[src/logic/gpib_defines.vh]
// Purpose: constants for the instrument bus interface functions
// Assumes: 50 MHz clock, bus lines already synchronised in the core
// Notes: Notes on behaviour below
//
// Notes on behaviour
// - source handshake drives bytes onto bus
// - acceptor handshake receives bytes under attention or while listening
// - talk only while talker addressed or talk-only set
// - talk, talk-only and serial poll status
// - other listen address unaddresses talker
// - accept data only while listener addressed
// - other talk address unaddresses listener
// - assert service request on enabled condition
// - remote and local states under bus control
// - never drive a parallel poll response
// - device clear reinitialises service request, serial poll and source handshake
// - trigger reading when addressed and triggered
// - no controller: never drive attention or clear
// - primary addressing only, secondaries ignored
`ifndef GPIB_DEFINES_VH
`define GPIB_DEFINES_VH
// ------------------------------------------------
// command codes, low seven bits, attention true
// ------------------------------------------------
`define GPIB_CMD_GTL 7'h01
`define GPIB_CMD_SDC 7'h04
`define GPIB_CMD_GET 7'h08
`define GPIB_CMD_LLO 7'h11
`define GPIB_CMD_DCL 7'h14
`define GPIB_CMD_SPE 7'h18
`define GPIB_CMD_SPD 7'h19
`define GPIB_CMD_UNL 7'h3F
`define GPIB_CMD_UNT 7'h5F
// ------------------------------------------------
// address groups and fields
// ------------------------------------------------
`define GPIB_GRP_LAG 2'h1
`define GPIB_GRP_TAG 2'h2
`define GPIB_GRP_SCG 2'h3
`define GPIB_GRP_MSB 6
`define GPIB_GRP_LSB 5
`define GPIB_RQS_BIT 6
// ------------------------------------------------
// timing
// ------------------------------------------------
`define GPIB_CLK_MHZ 50
`define GPIB_SETTLE_NS 2000
`define GPIB_SETTLE_CYC ((`GPIB_SETTLE_NS * `GPIB_CLK_MHZ + 999) / 1000)
`endif

[src/logic/gpib_core.v]
// Purpose: device-side bus interface functions, talker and listener
// Assumes: lines given as true-asserted logic levels; pad inverts
// Notes: open-collector lines: oe low drives the out level; only a true level pulls the line
`timescale 1ns/1ps
`default_nettype none
`include "gpib_defines.vh"
module gpib_core #(
  parameter SETTLE_CYC = `GPIB_SETTLE_CYC
) (
  input wire clock,
  input wire reset_n,
  input wire [4:0] myAddress,
  input wire talkOnly,
  input wire [7:0] dioIn,
  input wire atnIn,
  input wire davIn,
  input wire nrfdIn,
  input wire ndacIn,
  input wire eoiIn,
  input wire renIn,
  input wire ifcIn,
  output reg [7:0] dioOut,
  output reg [7:0] dioOe_n,
  output reg davOut,
  output reg davOe_n,
  output reg nrfdOut,
  output reg nrfdOe_n,
  output reg ndacOut,
  output reg ndacOe_n,
  output reg eoiOut,
  output reg eoiOe_n,
  output reg srqOut,
  output reg srqOe_n,
  input wire [7:0] txData,
  input wire txLast,
  input wire txValid,
  output reg txReady,
  output reg [7:0] rxData,
  output reg rxLast,
  output reg rxValid,
  input wire [6:0] statusByte,
  input wire serviceWanted,
  output reg talkerActive,
  output reg listenerActive,
  output reg remoteMode,
  output reg lockoutMode,
  output reg devClear,
  output reg devTrigger
);
  localparam AH_IDLE = 2'h0;
  localparam AH_READY = 2'h1;
  localparam AH_ACCEPT = 2'h2;
  localparam AH_WAIT = 2'h3;
  localparam SH_IDLE = 2'h0;
  localparam SH_SETTLE = 2'h1;
  localparam SH_VALID = 2'h2;
  localparam SH_DONE = 2'h3;
  wire [12:0] pinSync;
  wire [7:0] dio;
  wire atn, dav, nrfd, ndac, eoi, ren, ifc;
  gpib_sync #(.WIDTH(13)) uSync (
    .clock(clock),
    .reset_n(reset_n),
    .asyncIn({dioIn, atnIn, davIn, nrfdIn, ndacIn, eoiIn}),
    .syncOut(pinSync)
  );
  assign {dio, atn, dav, nrfd, ndac, eoi} = pinSync;
  reg [1:0] renIfc1_q, renIfc_q;
  assign ren = renIfc_q[1];
  assign ifc = renIfc_q[0];
  reg [1:0] ahState_q;
  reg [1:0] shState_q;
  reg [15:0] settle_q;
  reg [7:0] heldByte_q;
  reg heldLast_q, heldSpoll_q;
  reg talk_q, listen_q, spollMode_q, rqs_q, srqReq_q;
  reg [7:0] shByte_q;
  reg shEoi_q;
  function grpIs;
    input [7:0] b;
    input [1:0] g;
    begin
      grpIs = (b[`GPIB_GRP_MSB:`GPIB_GRP_LSB] == g);
    end
  endfunction
  wire accepted = (ahState_q == AH_ACCEPT);
  wire cmdByte = accepted && atn;
  wire dataByte = accepted && !atn;
  wire canTalk = (talk_q || talkOnly) && !atn;
  wire [6:0] cmd = heldByte_q[6:0];
  // ------------------------------------------------
  // remote enable and clear synchronisers
  // ------------------------------------------------
  always @(posedge clock) begin
    if (!reset_n) begin
      renIfc1_q <= 2'h0;
      renIfc_q <= 2'h0;
    end else begin
      renIfc1_q <= {renIn, ifcIn};
      renIfc_q <= renIfc1_q;
    end
  end
  // ------------------------------------------------
  // acceptor handshake
  // ------------------------------------------------
  // commands are always taken under attention; data only when listening
  always @(posedge clock) begin
    if (!reset_n || ifc) begin
      ahState_q <= AH_IDLE;
      heldByte_q <= 8'h00;
      heldLast_q <= 1'b0;
    end else begin
      case (ahState_q)
        AH_IDLE: if (atn || (listen_q && !rxValid)) begin
          ahState_q <= AH_READY;
        end
        AH_READY: if (dav) begin
          heldByte_q <= dio;
          heldLast_q <= eoi;
          ahState_q <= AH_ACCEPT;
        end else if (!atn && !listen_q) begin
          ahState_q <= AH_IDLE;
        end
        AH_ACCEPT: ahState_q <= AH_WAIT;
        AH_WAIT: if (!dav) begin
          ahState_q <= AH_IDLE;
        end
        default: ahState_q <= AH_IDLE;
      endcase
    end
  end
  // ------------------------------------------------
  // addressing and command decode
  // ------------------------------------------------
  wire isLag = grpIs(heldByte_q, `GPIB_GRP_LAG) && cmd != `GPIB_CMD_UNL;
  wire isTag = grpIs(heldByte_q, `GPIB_GRP_TAG) && cmd != `GPIB_CMD_UNT;
  wire mine = heldByte_q[4:0] == myAddress;
  always @(posedge clock) begin
    if (!reset_n || ifc) begin
      talk_q <= 1'b0;
      listen_q <= 1'b0;
      spollMode_q <= 1'b0;
      devClear <= 1'b0;
      devTrigger <= 1'b0;
    end else begin
      devClear <= 1'b0;
      devTrigger <= 1'b0;
      if (cmdByte) begin
        // secondary group bytes fall through every branch
        if (isLag && mine) begin
          listen_q <= 1'b1;
        end else if (cmd == `GPIB_CMD_UNL) begin
          listen_q <= 1'b0;
        end else if (isTag && !mine) begin
          listen_q <= 1'b0;
        end
        if (isTag && mine) begin
          talk_q <= 1'b1;
        end else if (cmd == `GPIB_CMD_UNT || isTag) begin
          talk_q <= 1'b0;
        end else if (isLag && !mine) begin
          talk_q <= 1'b0;
        end
        if (cmd == `GPIB_CMD_SPE) spollMode_q <= 1'b1;
        if (cmd == `GPIB_CMD_SPD) spollMode_q <= 1'b0;
        if (cmd == `GPIB_CMD_DCL || (cmd == `GPIB_CMD_SDC && listen_q)) begin
          devClear <= 1'b1;
          spollMode_q <= 1'b0;
        end
        if (cmd == `GPIB_CMD_GET && listen_q) devTrigger <= 1'b1;
      end
    end
  end
  // ------------------------------------------------
  // remote and local
  // ------------------------------------------------
  always @(posedge clock) begin
    if (!reset_n) begin
      remoteMode <= 1'b0;
      lockoutMode <= 1'b0;
    end else if (!ren) begin
      remoteMode <= 1'b0;
      lockoutMode <= 1'b0;
    end else if (cmdByte && isLag && mine) begin
      remoteMode <= 1'b1;
    end else if (cmdByte && cmd == `GPIB_CMD_GTL && listen_q) begin
      remoteMode <= 1'b0;
    end else if (cmdByte && cmd == `GPIB_CMD_LLO) begin
      lockoutMode <= 1'b1;
    end
  end
  // ------------------------------------------------
  // service request, held until polled or cleared
  // ------------------------------------------------
  wire polledOut = (shState_q == SH_DONE) && heldSpoll_q;
  always @(posedge clock) begin
    if (!reset_n || ifc || devClear) begin
      rqs_q <= 1'b0;
    end else if (serviceWanted && !rqs_q) begin
      rqs_q <= 1'b1;
    end else if (polledOut) begin
      rqs_q <= 1'b0;
    end
  end
  // ------------------------------------------------
  // source handshake
  // ------------------------------------------------
  wire haveByte = spollMode_q ? 1'b1 : txValid;
  always @(posedge clock) begin
    if (!reset_n || ifc || devClear) begin
      shState_q <= SH_IDLE;
      settle_q <= 16'h0000;
      shByte_q <= 8'h00;
      shEoi_q <= 1'b0;
      heldSpoll_q <= 1'b0;
      txReady <= 1'b0;
    end else begin
      txReady <= 1'b0;
      case (shState_q)
        SH_IDLE: if (canTalk && haveByte && !txReady) begin
          shByte_q <= spollMode_q ? {statusByte[6], rqs_q,
            statusByte[5:0]} : txData;
          shEoi_q <= spollMode_q ? 1'b0 : txLast;
          heldSpoll_q <= spollMode_q;
          txReady <= !spollMode_q;
          settle_q <= SETTLE_CYC[15:0];
          shState_q <= SH_SETTLE;
        end
        SH_SETTLE: if (!canTalk) begin
          shState_q <= SH_IDLE;
        end else if (settle_q > 16'h0001) begin
          settle_q <= settle_q - 16'h0001;
        end else if (!nrfd) begin
          shState_q <= SH_VALID;
        end
        SH_VALID: if (!ndac) shState_q <= SH_DONE;
        SH_DONE: shState_q <= SH_IDLE;
        default: shState_q <= SH_IDLE;
      endcase
    end
  end
  // ------------------------------------------------
  // received data stream
  // ------------------------------------------------
  always @(posedge clock) begin
    if (!reset_n || ifc) begin
      rxValid <= 1'b0;
      rxData <= 8'h00;
      rxLast <= 1'b0;
    end else if (dataByte && listen_q) begin
      rxValid <= 1'b1;
      rxData <= heldByte_q;
      rxLast <= heldLast_q;
    end else begin
      rxValid <= 1'b0;
    end
  end
  // ------------------------------------------------
  // pin drivers; attention and clear have no driver at all
  // ------------------------------------------------
  always @(posedge clock) begin
    if (!reset_n) begin
      dioOut <= 8'h00;
      dioOe_n <= 8'hFF;
      davOut <= 1'b0;
      davOe_n <= 1'b1;
      nrfdOut <= 1'b0;
      nrfdOe_n <= 1'b1;
      ndacOut <= 1'b0;
      ndacOe_n <= 1'b1;
      eoiOut <= 1'b0;
      eoiOe_n <= 1'b1;
      srqOut <= 1'b0;
      srqOe_n <= 1'b1;
      talkerActive <= 1'b0;
      listenerActive <= 1'b0;
    end else begin
      // data lines only carry talker bytes; a poll under attention never
      dioOut <= shByte_q;
      dioOe_n <= (shState_q != SH_IDLE && canTalk) ? 8'h00 : 8'hFF;
      davOut <= (shState_q == SH_VALID);
      davOe_n <= !(shState_q == SH_VALID);
      eoiOut <= shEoi_q;
      eoiOe_n <= !(shEoi_q && shState_q != SH_IDLE && canTalk);
      nrfdOut <= (ahState_q != AH_READY);
      nrfdOe_n <= !(ahState_q != AH_READY && (atn || listen_q));
      ndacOut <= (ahState_q != AH_WAIT);
      ndacOe_n <= !(ahState_q != AH_WAIT && (atn || listen_q));
      srqOut <= rqs_q && !polledOut;
      srqOe_n <= !(rqs_q && !polledOut);
      talkerActive <= talk_q || talkOnly;
      listenerActive <= listen_q;
    end
  end
endmodule
`default_nettype wire

[src/logic/gpib_sync.v]
// Purpose: two-flop synchroniser for a vector of bus pins
// Assumes: inputs asynchronous to clock
// Notes: first stage is read only by the second
`timescale 1ns/1ps
`default_nettype none
module gpib_sync #(
  parameter WIDTH = 13
) (
  input wire clock,
  input wire reset_n,
  input wire [WIDTH-1:0] asyncIn,
  output reg [WIDTH-1:0] syncOut
);
  reg [WIDTH-1:0] stage1_q;
  // ------------------------------------------------
  // idle bus lines are false, so reset to zero
  // ------------------------------------------------
  always @(posedge clock) begin
    if (!reset_n) begin
      stage1_q <= {WIDTH{1'b0}};
      syncOut <= {WIDTH{1'b0}};
    end else begin
      stage1_q <= asyncIn;
      syncOut <= stage1_q;
    end
  end
endmodule
`default_nettype wire

[config.mk]
export PLATFORM = sky130hd
export DESIGN_NAME = gpib_core
export DESIGN_NICKNAME = d
export VERILOG_FILES = /design/src/logic/gpib_core.v /design/src/logic/gpib_sync.v
export VERILOG_INCLUDE_DIRS = /design/src /design/src/logic
export SDC_FILE = /design/constraint.sdc
export NUM_CORES = 1
export LEC_CHECK = 0
export BUFFER_PORTS_ARGS = -buffer_cell sky130_fd_sc_hd__buf_2
export CORE_MARGIN = 2
export CORE_UTILIZATION = 54
export DETAILED_ROUTE_END_ITERATION = 12
export PLACE_DENSITY = 0.79
export SYNTH_ARGS = -nofsm -noshare
export SYNTH_HDL_FRONTEND = slang
export SYNTH_HIERARCHICAL = 1
export SYNTH_SLANG_ARGS = --single-unit
[constraint.sdc]
create_clock -name clock -period 2.3 [get_ports clock]
set_input_delay 0.345 -clock clock [delete_from_list [all_inputs] [get_ports clock]]
set_output_delay 0.345 -clock clock [all_outputs]
set_load 0.01 [all_outputs]
Word-level counts from Yosys, hierarchy flattened
Index checks and enable logic that the tools add are counted.
W data, S select, Z words.
{"block": "op_classes", "n_addsub": 1, "order_cmp": 1, "eq_ne": 31, "muxes": 35, "bitwise_logic": 5, "n_reduce_logical": 71}
{"op": "$mux W16", "count": 3}
{"op": "$pmux W16 S2", "count": 1}
{"op": "$logic_and A1 B1 Y1", "count": 29}
{"op": "$eq A7 B5 Y1 const B", "count": 4}
{"op": "$mux W1", "count": 18}
{"op": "$mux W2", "count": 9}
{"op": "$gt A16 B1 Y1 const B", "count": 1}
{"op": "$mux W8", "count": 2}
{"op": "$pmux W2 S4", "count": 2}
{"op": "$sub A16 B1 Y16 const B", "count": 1}
{"op": "$logic_not A1 Y1", "count": 14}
{"op": "$ne A2 B2 Y1 const B", "count": 7}
{"op": "$reduce_and A2 Y1", "count": 6}
{"op": "$eq A2 B2 Y1 const B", "count": 5}
{"op": "$reduce_bool A3 Y1", "count": 3}
{"op": "$reduce_and A4 Y1", "count": 2}
{"op": "$reduce_bool A2 Y1", "count": 4}
{"op": "$eq A7 B1 Y1 const B", "count": 1}
{"op": "$eq A7 B3 Y1 const B", "count": 1}
{"op": "$eq A7 B4 Y1 const B", "count": 1}
{"op": "$eq A7 B6 Y1 const B", "count": 1}
{"op": "$eq A7 B7 Y1 const B", "count": 1}
{"op": "$logic_or A1 B1 Y1", "count": 7}
{"op": "$ne A7 B6 Y1 const B", "count": 1}
{"op": "11 further kinds", "count": 20}
{"block": "word_totals", "regBits": 116, "in_bits": 41, "out_inout_bits": 43, "elab_cells": 182}

Logic depth before layout (Yosys ltp)
{"block": "depth", "word_depth": 6, "mapped_depth": 8, "depth_no_buf": 6}

By module
Netlist, hierarchy kept.
{"module": "gpib_core", "n_inst": 1, "cells_per_inst": 381, "area_per_inst_um2": 3388.2, "seq_area_each_um2": 1661.6}
{"module": "gpib_sync", "n_inst": 1, "cells_per_inst": 54, "area_per_inst_um2": 730.7, "seq_area_each_um2": 520.5}

Least setup slack after synthesis
Ideal clock, no wire load.
{"block": "synth_timing", "kind": "flip-flop to flip-flop", "startpoint": "register settle_q[0]", "endpoint": "register settle_q[12]", "setup_ns": 0.070, "arrival_ns": 1.880, "required_time_ns": 2.230, "setup_slack_ns": 0.350, "stages_incl_launch_ff": 7, "path_buffers": 0, "synth_period_minus_slack_ns": 1.950, "path_cell_list": "dfxtp_1 inv_1 ha_1 o2111ai_1 o2111ai_2 or4_1 a21oi_1"}
{"block": "synth_between", "elab_chain_cells": 4, "elab_cells_between_ends": 7, "classes_between": "add/sub: 1; order compare: 1; eq/ne: 1; mux: 3; reduce/logical: 1"}
{"element": "start: declaration", "line": "gpib_core.v:73", "rtl": "reg [15:0] settle_q;"}
{"element": "start signal: assignment", "line": "gpib_core.v:226", "rtl": "settle_q <= SETTLE_CYC[15:0];"}
{"element": "start signal: assignment", "line": "gpib_core.v:232", "rtl": "settle_q <= settle_q - 16'h0001;"}
{"element": "$sub A16 B1 Y16", "line": "gpib_core.v:232"}
{"element": "$mux W16", "line": "gpib_core.v:231", "rtl": "end else if (settle_q > 16'h0001) begin"}
{"element": "$mux W16", "line": "gpib_core.v:229", "rtl": "SH_SETTLE: if (!canTalk) begin"}
{"element": "$pmux W16 S2", "line": "gpib_core.v:219", "rtl": "case (shState_q)"}
Parallel ways exist; a longest one is shown, timed or not. The select of a mux whose other input is x is not followed.
A chain may end at the register's enable or synchronous reset.

==> impl_metrics.tcl <==
set metrics [dict create \
    routed_via_density 5.12 \
    detailroute.via_count 3141 \
    maximum_number_of_pins_on_one_net_before_global_route_repair 47 \
    cp_data_arrival_time_ps 2330 \
    critical-path-top-delay-family "simple AND/OR/NAND/NOR gates" \
    critPathCaptureType "register" \
    post-route-period-util_pct 88.6 \
    fillerInstances 626 \
    timing.critical_path.fanout_max 17 \
    wirelength_um 7660 \
    n_antenna_cell 0 \
    ant_nets 0 \
    placement.io_buffers 83 \
    dp_hpwl_um 5520 \
    ir_worst_vdd_uv 406 \
    path_length_in_cells_of_the_critical_path 5 \
    most_common_library_cell_in_the_layout_ignoring_fill_and_taps "sky130_fd_sc_hd__dfxtp_1" \
    hold_path_class "in2reg" \
    slew_headroom_pct 61.7 \
    finalSetupViolations 0 \
    cts.sinks 109 \
    worst_ep_required_time_ps 2600 \
    place_ws_ps 119 \
    cts_root_buf "sky130_fd_sc_hd__clkbuf_8" \
    rsz0062_at_grt "no" \
    power_leakage_nw 1.88 \
    critical_path.endpoint "settle_q[11]" \
    clock-skew-final_ps 8.75 \
    cts_htree_levels 3 \
    worst_skew_pair.late_latency_ps 370 \
    number_of_violations_of_the_max_capacitance_limit 0 \
    synth_area_per_cell_um2 9.47 \
    drive_above_1_share_pct 27.4 \
    slowest_delay_ps 500 \
    hold-path-cell-count 2 \
    first_global_vias 2896 \
    cts_repair_resizes 0 \
    drcViolationCount 0 \
    fmax_mhz 490 \
    tns_ps 0 \
    synthesis.nets 478 \
    clkTransAtPathRegs_ps 100 \
    fp.dieArea_um2 8340 \
    final_max_slew_viol_count 0 \
    synth.lib_cells_used.distinct 52 \
    power_total_mw 3.61 \
    globalRoute.totalOverflow 0 \
    gp_congestion 0.912 \
    hold_violations 0 \
    critical_path.reg2reg.endpoint "settle_q[11]" \
    post_synth_instance_area_um2 4120 \
    crit_path_top_delay_cell "sky130_fd_sc_hd__or4_1" \
    synth_seq_cells 109 \
    mostFrequentLayoutCells "109 x sky130_fd_sc_hd__dfxtp_1, 83 x sky130_fd_sc_hd__buf_2, 53 x sky130_fd_sc_hd__nand2_1, 37 x sky130_fd_sc_hd__a21oi_1, 27 x sky130_fd_sc_hd__nor2_1" \
    cp_cell_sequence "or2_0, a211oi_4, o21ai_4, or4_1, a21oi_1" \
    syn-instance-count 435 \
    worst-slew-pin-transition_ps 572 \
    number_of_antenna_violations_at_the_first_check_in_global_routing 0 \
    die_w_um 91.3 \
    r2r.worst_path.cells 5 \
    fin_hold_ws_ps 176 \
    synth-edff-count 0 \
    cts_setup_buffers 0 \
    synth_flop_cell "sky130_fd_sc_hd__dfxtp_1" \
    die_h_um 91.3 \
    average_detailed_routed_wire_length_per_instance_um 12.5 \
    final-seq-area_um2 2180 \
    nNetsFinal 553 \
    tritoncts "done" \
    number_of_search_and_repair_iterations_in_the_first_detailed_routing_pass 4 \
    core-area_um2 7330 \
    ios 84 \
    cts.hold.buffers_added 0 \
    ys_seq_area_share_pct 53.0 \
    std_cell_rows 31 \
    status "finished clean" \
    reg2reg_slack_ps 260 \
    crit_path_buf_inv_count 0 \
    cts_buffer_depth 2 \
    total_cts_buffers 9 \
    power-per-cell-area_nw_per_um2 757 \
    critical_path_class "reg2reg" \
    globalRouteTotalUtil_pct 19.7 \
    yosys_warnings 6 \
    initial_utilization_pct 56.2 \
    crit_path_start_kind "register" \
    area.growth.synth_to_final_pct 15.8 \
    synthArstFlopShare_pct 0 \
    detailedRoute.firstIterationViolations 158 \
    first_pass_grt_wire_length_um 13200 \
    multiInputGateArea_um2 1720 \
    timing.final.crit_period_ps 2040 \
    post-route-worst-setup-slack_ps 261 \
]
-- cell usage after synthesis (2+ instances only) --
| library cell | count | area [µm²] |
|---|---|---|
| sky130_fd_sc_hd__o31ai_1 | 4 | 30.0 |
| sky130_fd_sc_hd__ha_1 | 2 | 25.0 |
| sky130_fd_sc_hd__xnor2_1 | 4 | 35.0 |
| sky130_fd_sc_hd__a31oi_1 | 2 | 12.5 |
| sky130_fd_sc_hd__nand3b_1 | 3 | 22.5 |
| sky130_fd_sc_hd__a211oi_1 | 12 | 90.1 |
| sky130_fd_sc_hd__xor2_1 | 4 | 35.0 |
| sky130_fd_sc_hd__buf_4 | 8 | 60.1 |
| sky130_fd_sc_hd__or2_2 | 3 | 18.8 |
| sky130_fd_sc_hd__and2_2 | 20 | 150 |
| sky130_fd_sc_hd__and2_1 | 22 | 138 |
| sky130_fd_sc_hd__mux2i_1 | 9 | 90.1 |
| sky130_fd_sc_hd__or3_1 | 5 | 31.3 |
| sky130_fd_sc_hd__dfxtp_1 | 109 | 2180 |
| sky130_fd_sc_hd__nand2b_1 | 7 | 43.8 |
| sky130_fd_sc_hd__nand3_1 | 11 | 55.1 |
| sky130_fd_sc_hd__o21ai_1 | 2 | 10.0 |
| sky130_fd_sc_hd__a21oi_1 | 37 | 185 |
| sky130_fd_sc_hd__inv_1 | 12 | 45.0 |
| sky130_fd_sc_hd__nand2_1 | 53 | 199 |
| sky130_fd_sc_hd__o211ai_1 | 2 | 15.0 |
| sky130_fd_sc_hd__nor4_1 | 3 | 18.8 |
| sky130_fd_sc_hd__o21ai_0 | 7 | 35.0 |
| sky130_fd_sc_hd__nor2_1 | 27 | 101 |
| sky130_fd_sc_hd__or4_1 | 8 | 60.1 |
| sky130_fd_sc_hd__a21boi_0 | 2 | 15.0 |
| sky130_fd_sc_hd__buf_6 | 5 | 56.3 |
| sky130_fd_sc_hd__clkbuf_1 | 14 | 52.6 |
| sky130_fd_sc_hd__nor2b_1 | 2 | 12.5 |
| sky130_fd_sc_hd__nor3_1 | 12 | 60.1 |
| sky130_fd_sc_hd__o41ai_1 | 3 | 26.3 |
-- worst min-delay path by stage --
stage | end | from | slack [ps]
final | renIfc1_q[1] | renIn | 180
after global routing | renIfc1_q[1] | renIn | 150
after CTS | renIfc1_q[1] | renIn | 160
after detailed placement | eoiOe_n | shEoi_q | 380
after global placement | eoiOe_n | shEoi_q | 380
after floorplan | eoiOe_n | shEoi_q | 370
-- state kept, by name, summed over array words and instances (netlist names), 2 cells and up, named ones only --
| register | flops |
|---|---|
| dioOut | 8 |
| settle_q | 16 |
| renIfc1_q | 2 |
| shByte_q | 8 |
| uSync/syncOut | 13 |
| heldByte_q | 8 |
| uSync/stage1_q | 13 |
| renIfc_q | 2 |
| rxData | 8 |
-- kinds of logic after synthesis --
group,share of synthesized area (%)
AOI/OAI and AO/OA,13.5
muxes,2.19
adders and majority gates,0.607
xor gates and xnor gates,1.70
and+or+nand+nor,23.7
buffers and inverters,5.32
DFF,53.0
-- routing by layer --
layer	up-vias	share of wire, %	global-route usage (%)
met5	-	0	0
met4	0	0.80	6.82
met3	6	6.8	5.23
met2	89	46	31.1
met1	1418	46	26.0
li1	1628	-	-
-- metrics by stage --
step           utilization (%)  cell area (µm²)  std cells
2_1_floorplan                -             4120        435
3_3_place_gp              62.1             4550        598
3_5_place_dp              62.1             4550        598
4_1_cts                   65.0             4760        614
5_1_grt                   65.1             4770        614
6_report                  65.1             4770        614
-- power by group --
part | switching [mW] | internal (mW)
Clock | 0.662 | 0.528
Sequential | 0.0490 | 1.97
Combinational | 0.225 | 0.183
-- cell type report --
cell class	instances	area share, %
well taps	99	2.60
inverters	12	0.944
clock buffers	9	2.60
flip-flops and latches	109	45.7
repair buffers	92	10.1
multi-input cells	286	36.1
clock inverters	7	1.86
-- worst register-to-register path, stage by stage, from the launching register on --
cell and delay [ps]:
sky130_fd_sc_hd__dfxtp_1 370, sky130_fd_sc_hd__or2_0 350, sky130_fd_sc_hd__a211oi_4 380, sky130_fd_sc_hd__o21ai_4 200, sky130_fd_sc_hd__or4_1 500, sky130_fd_sc_hd__a21oi_1 170
Power figures use the tool's default switching activity.
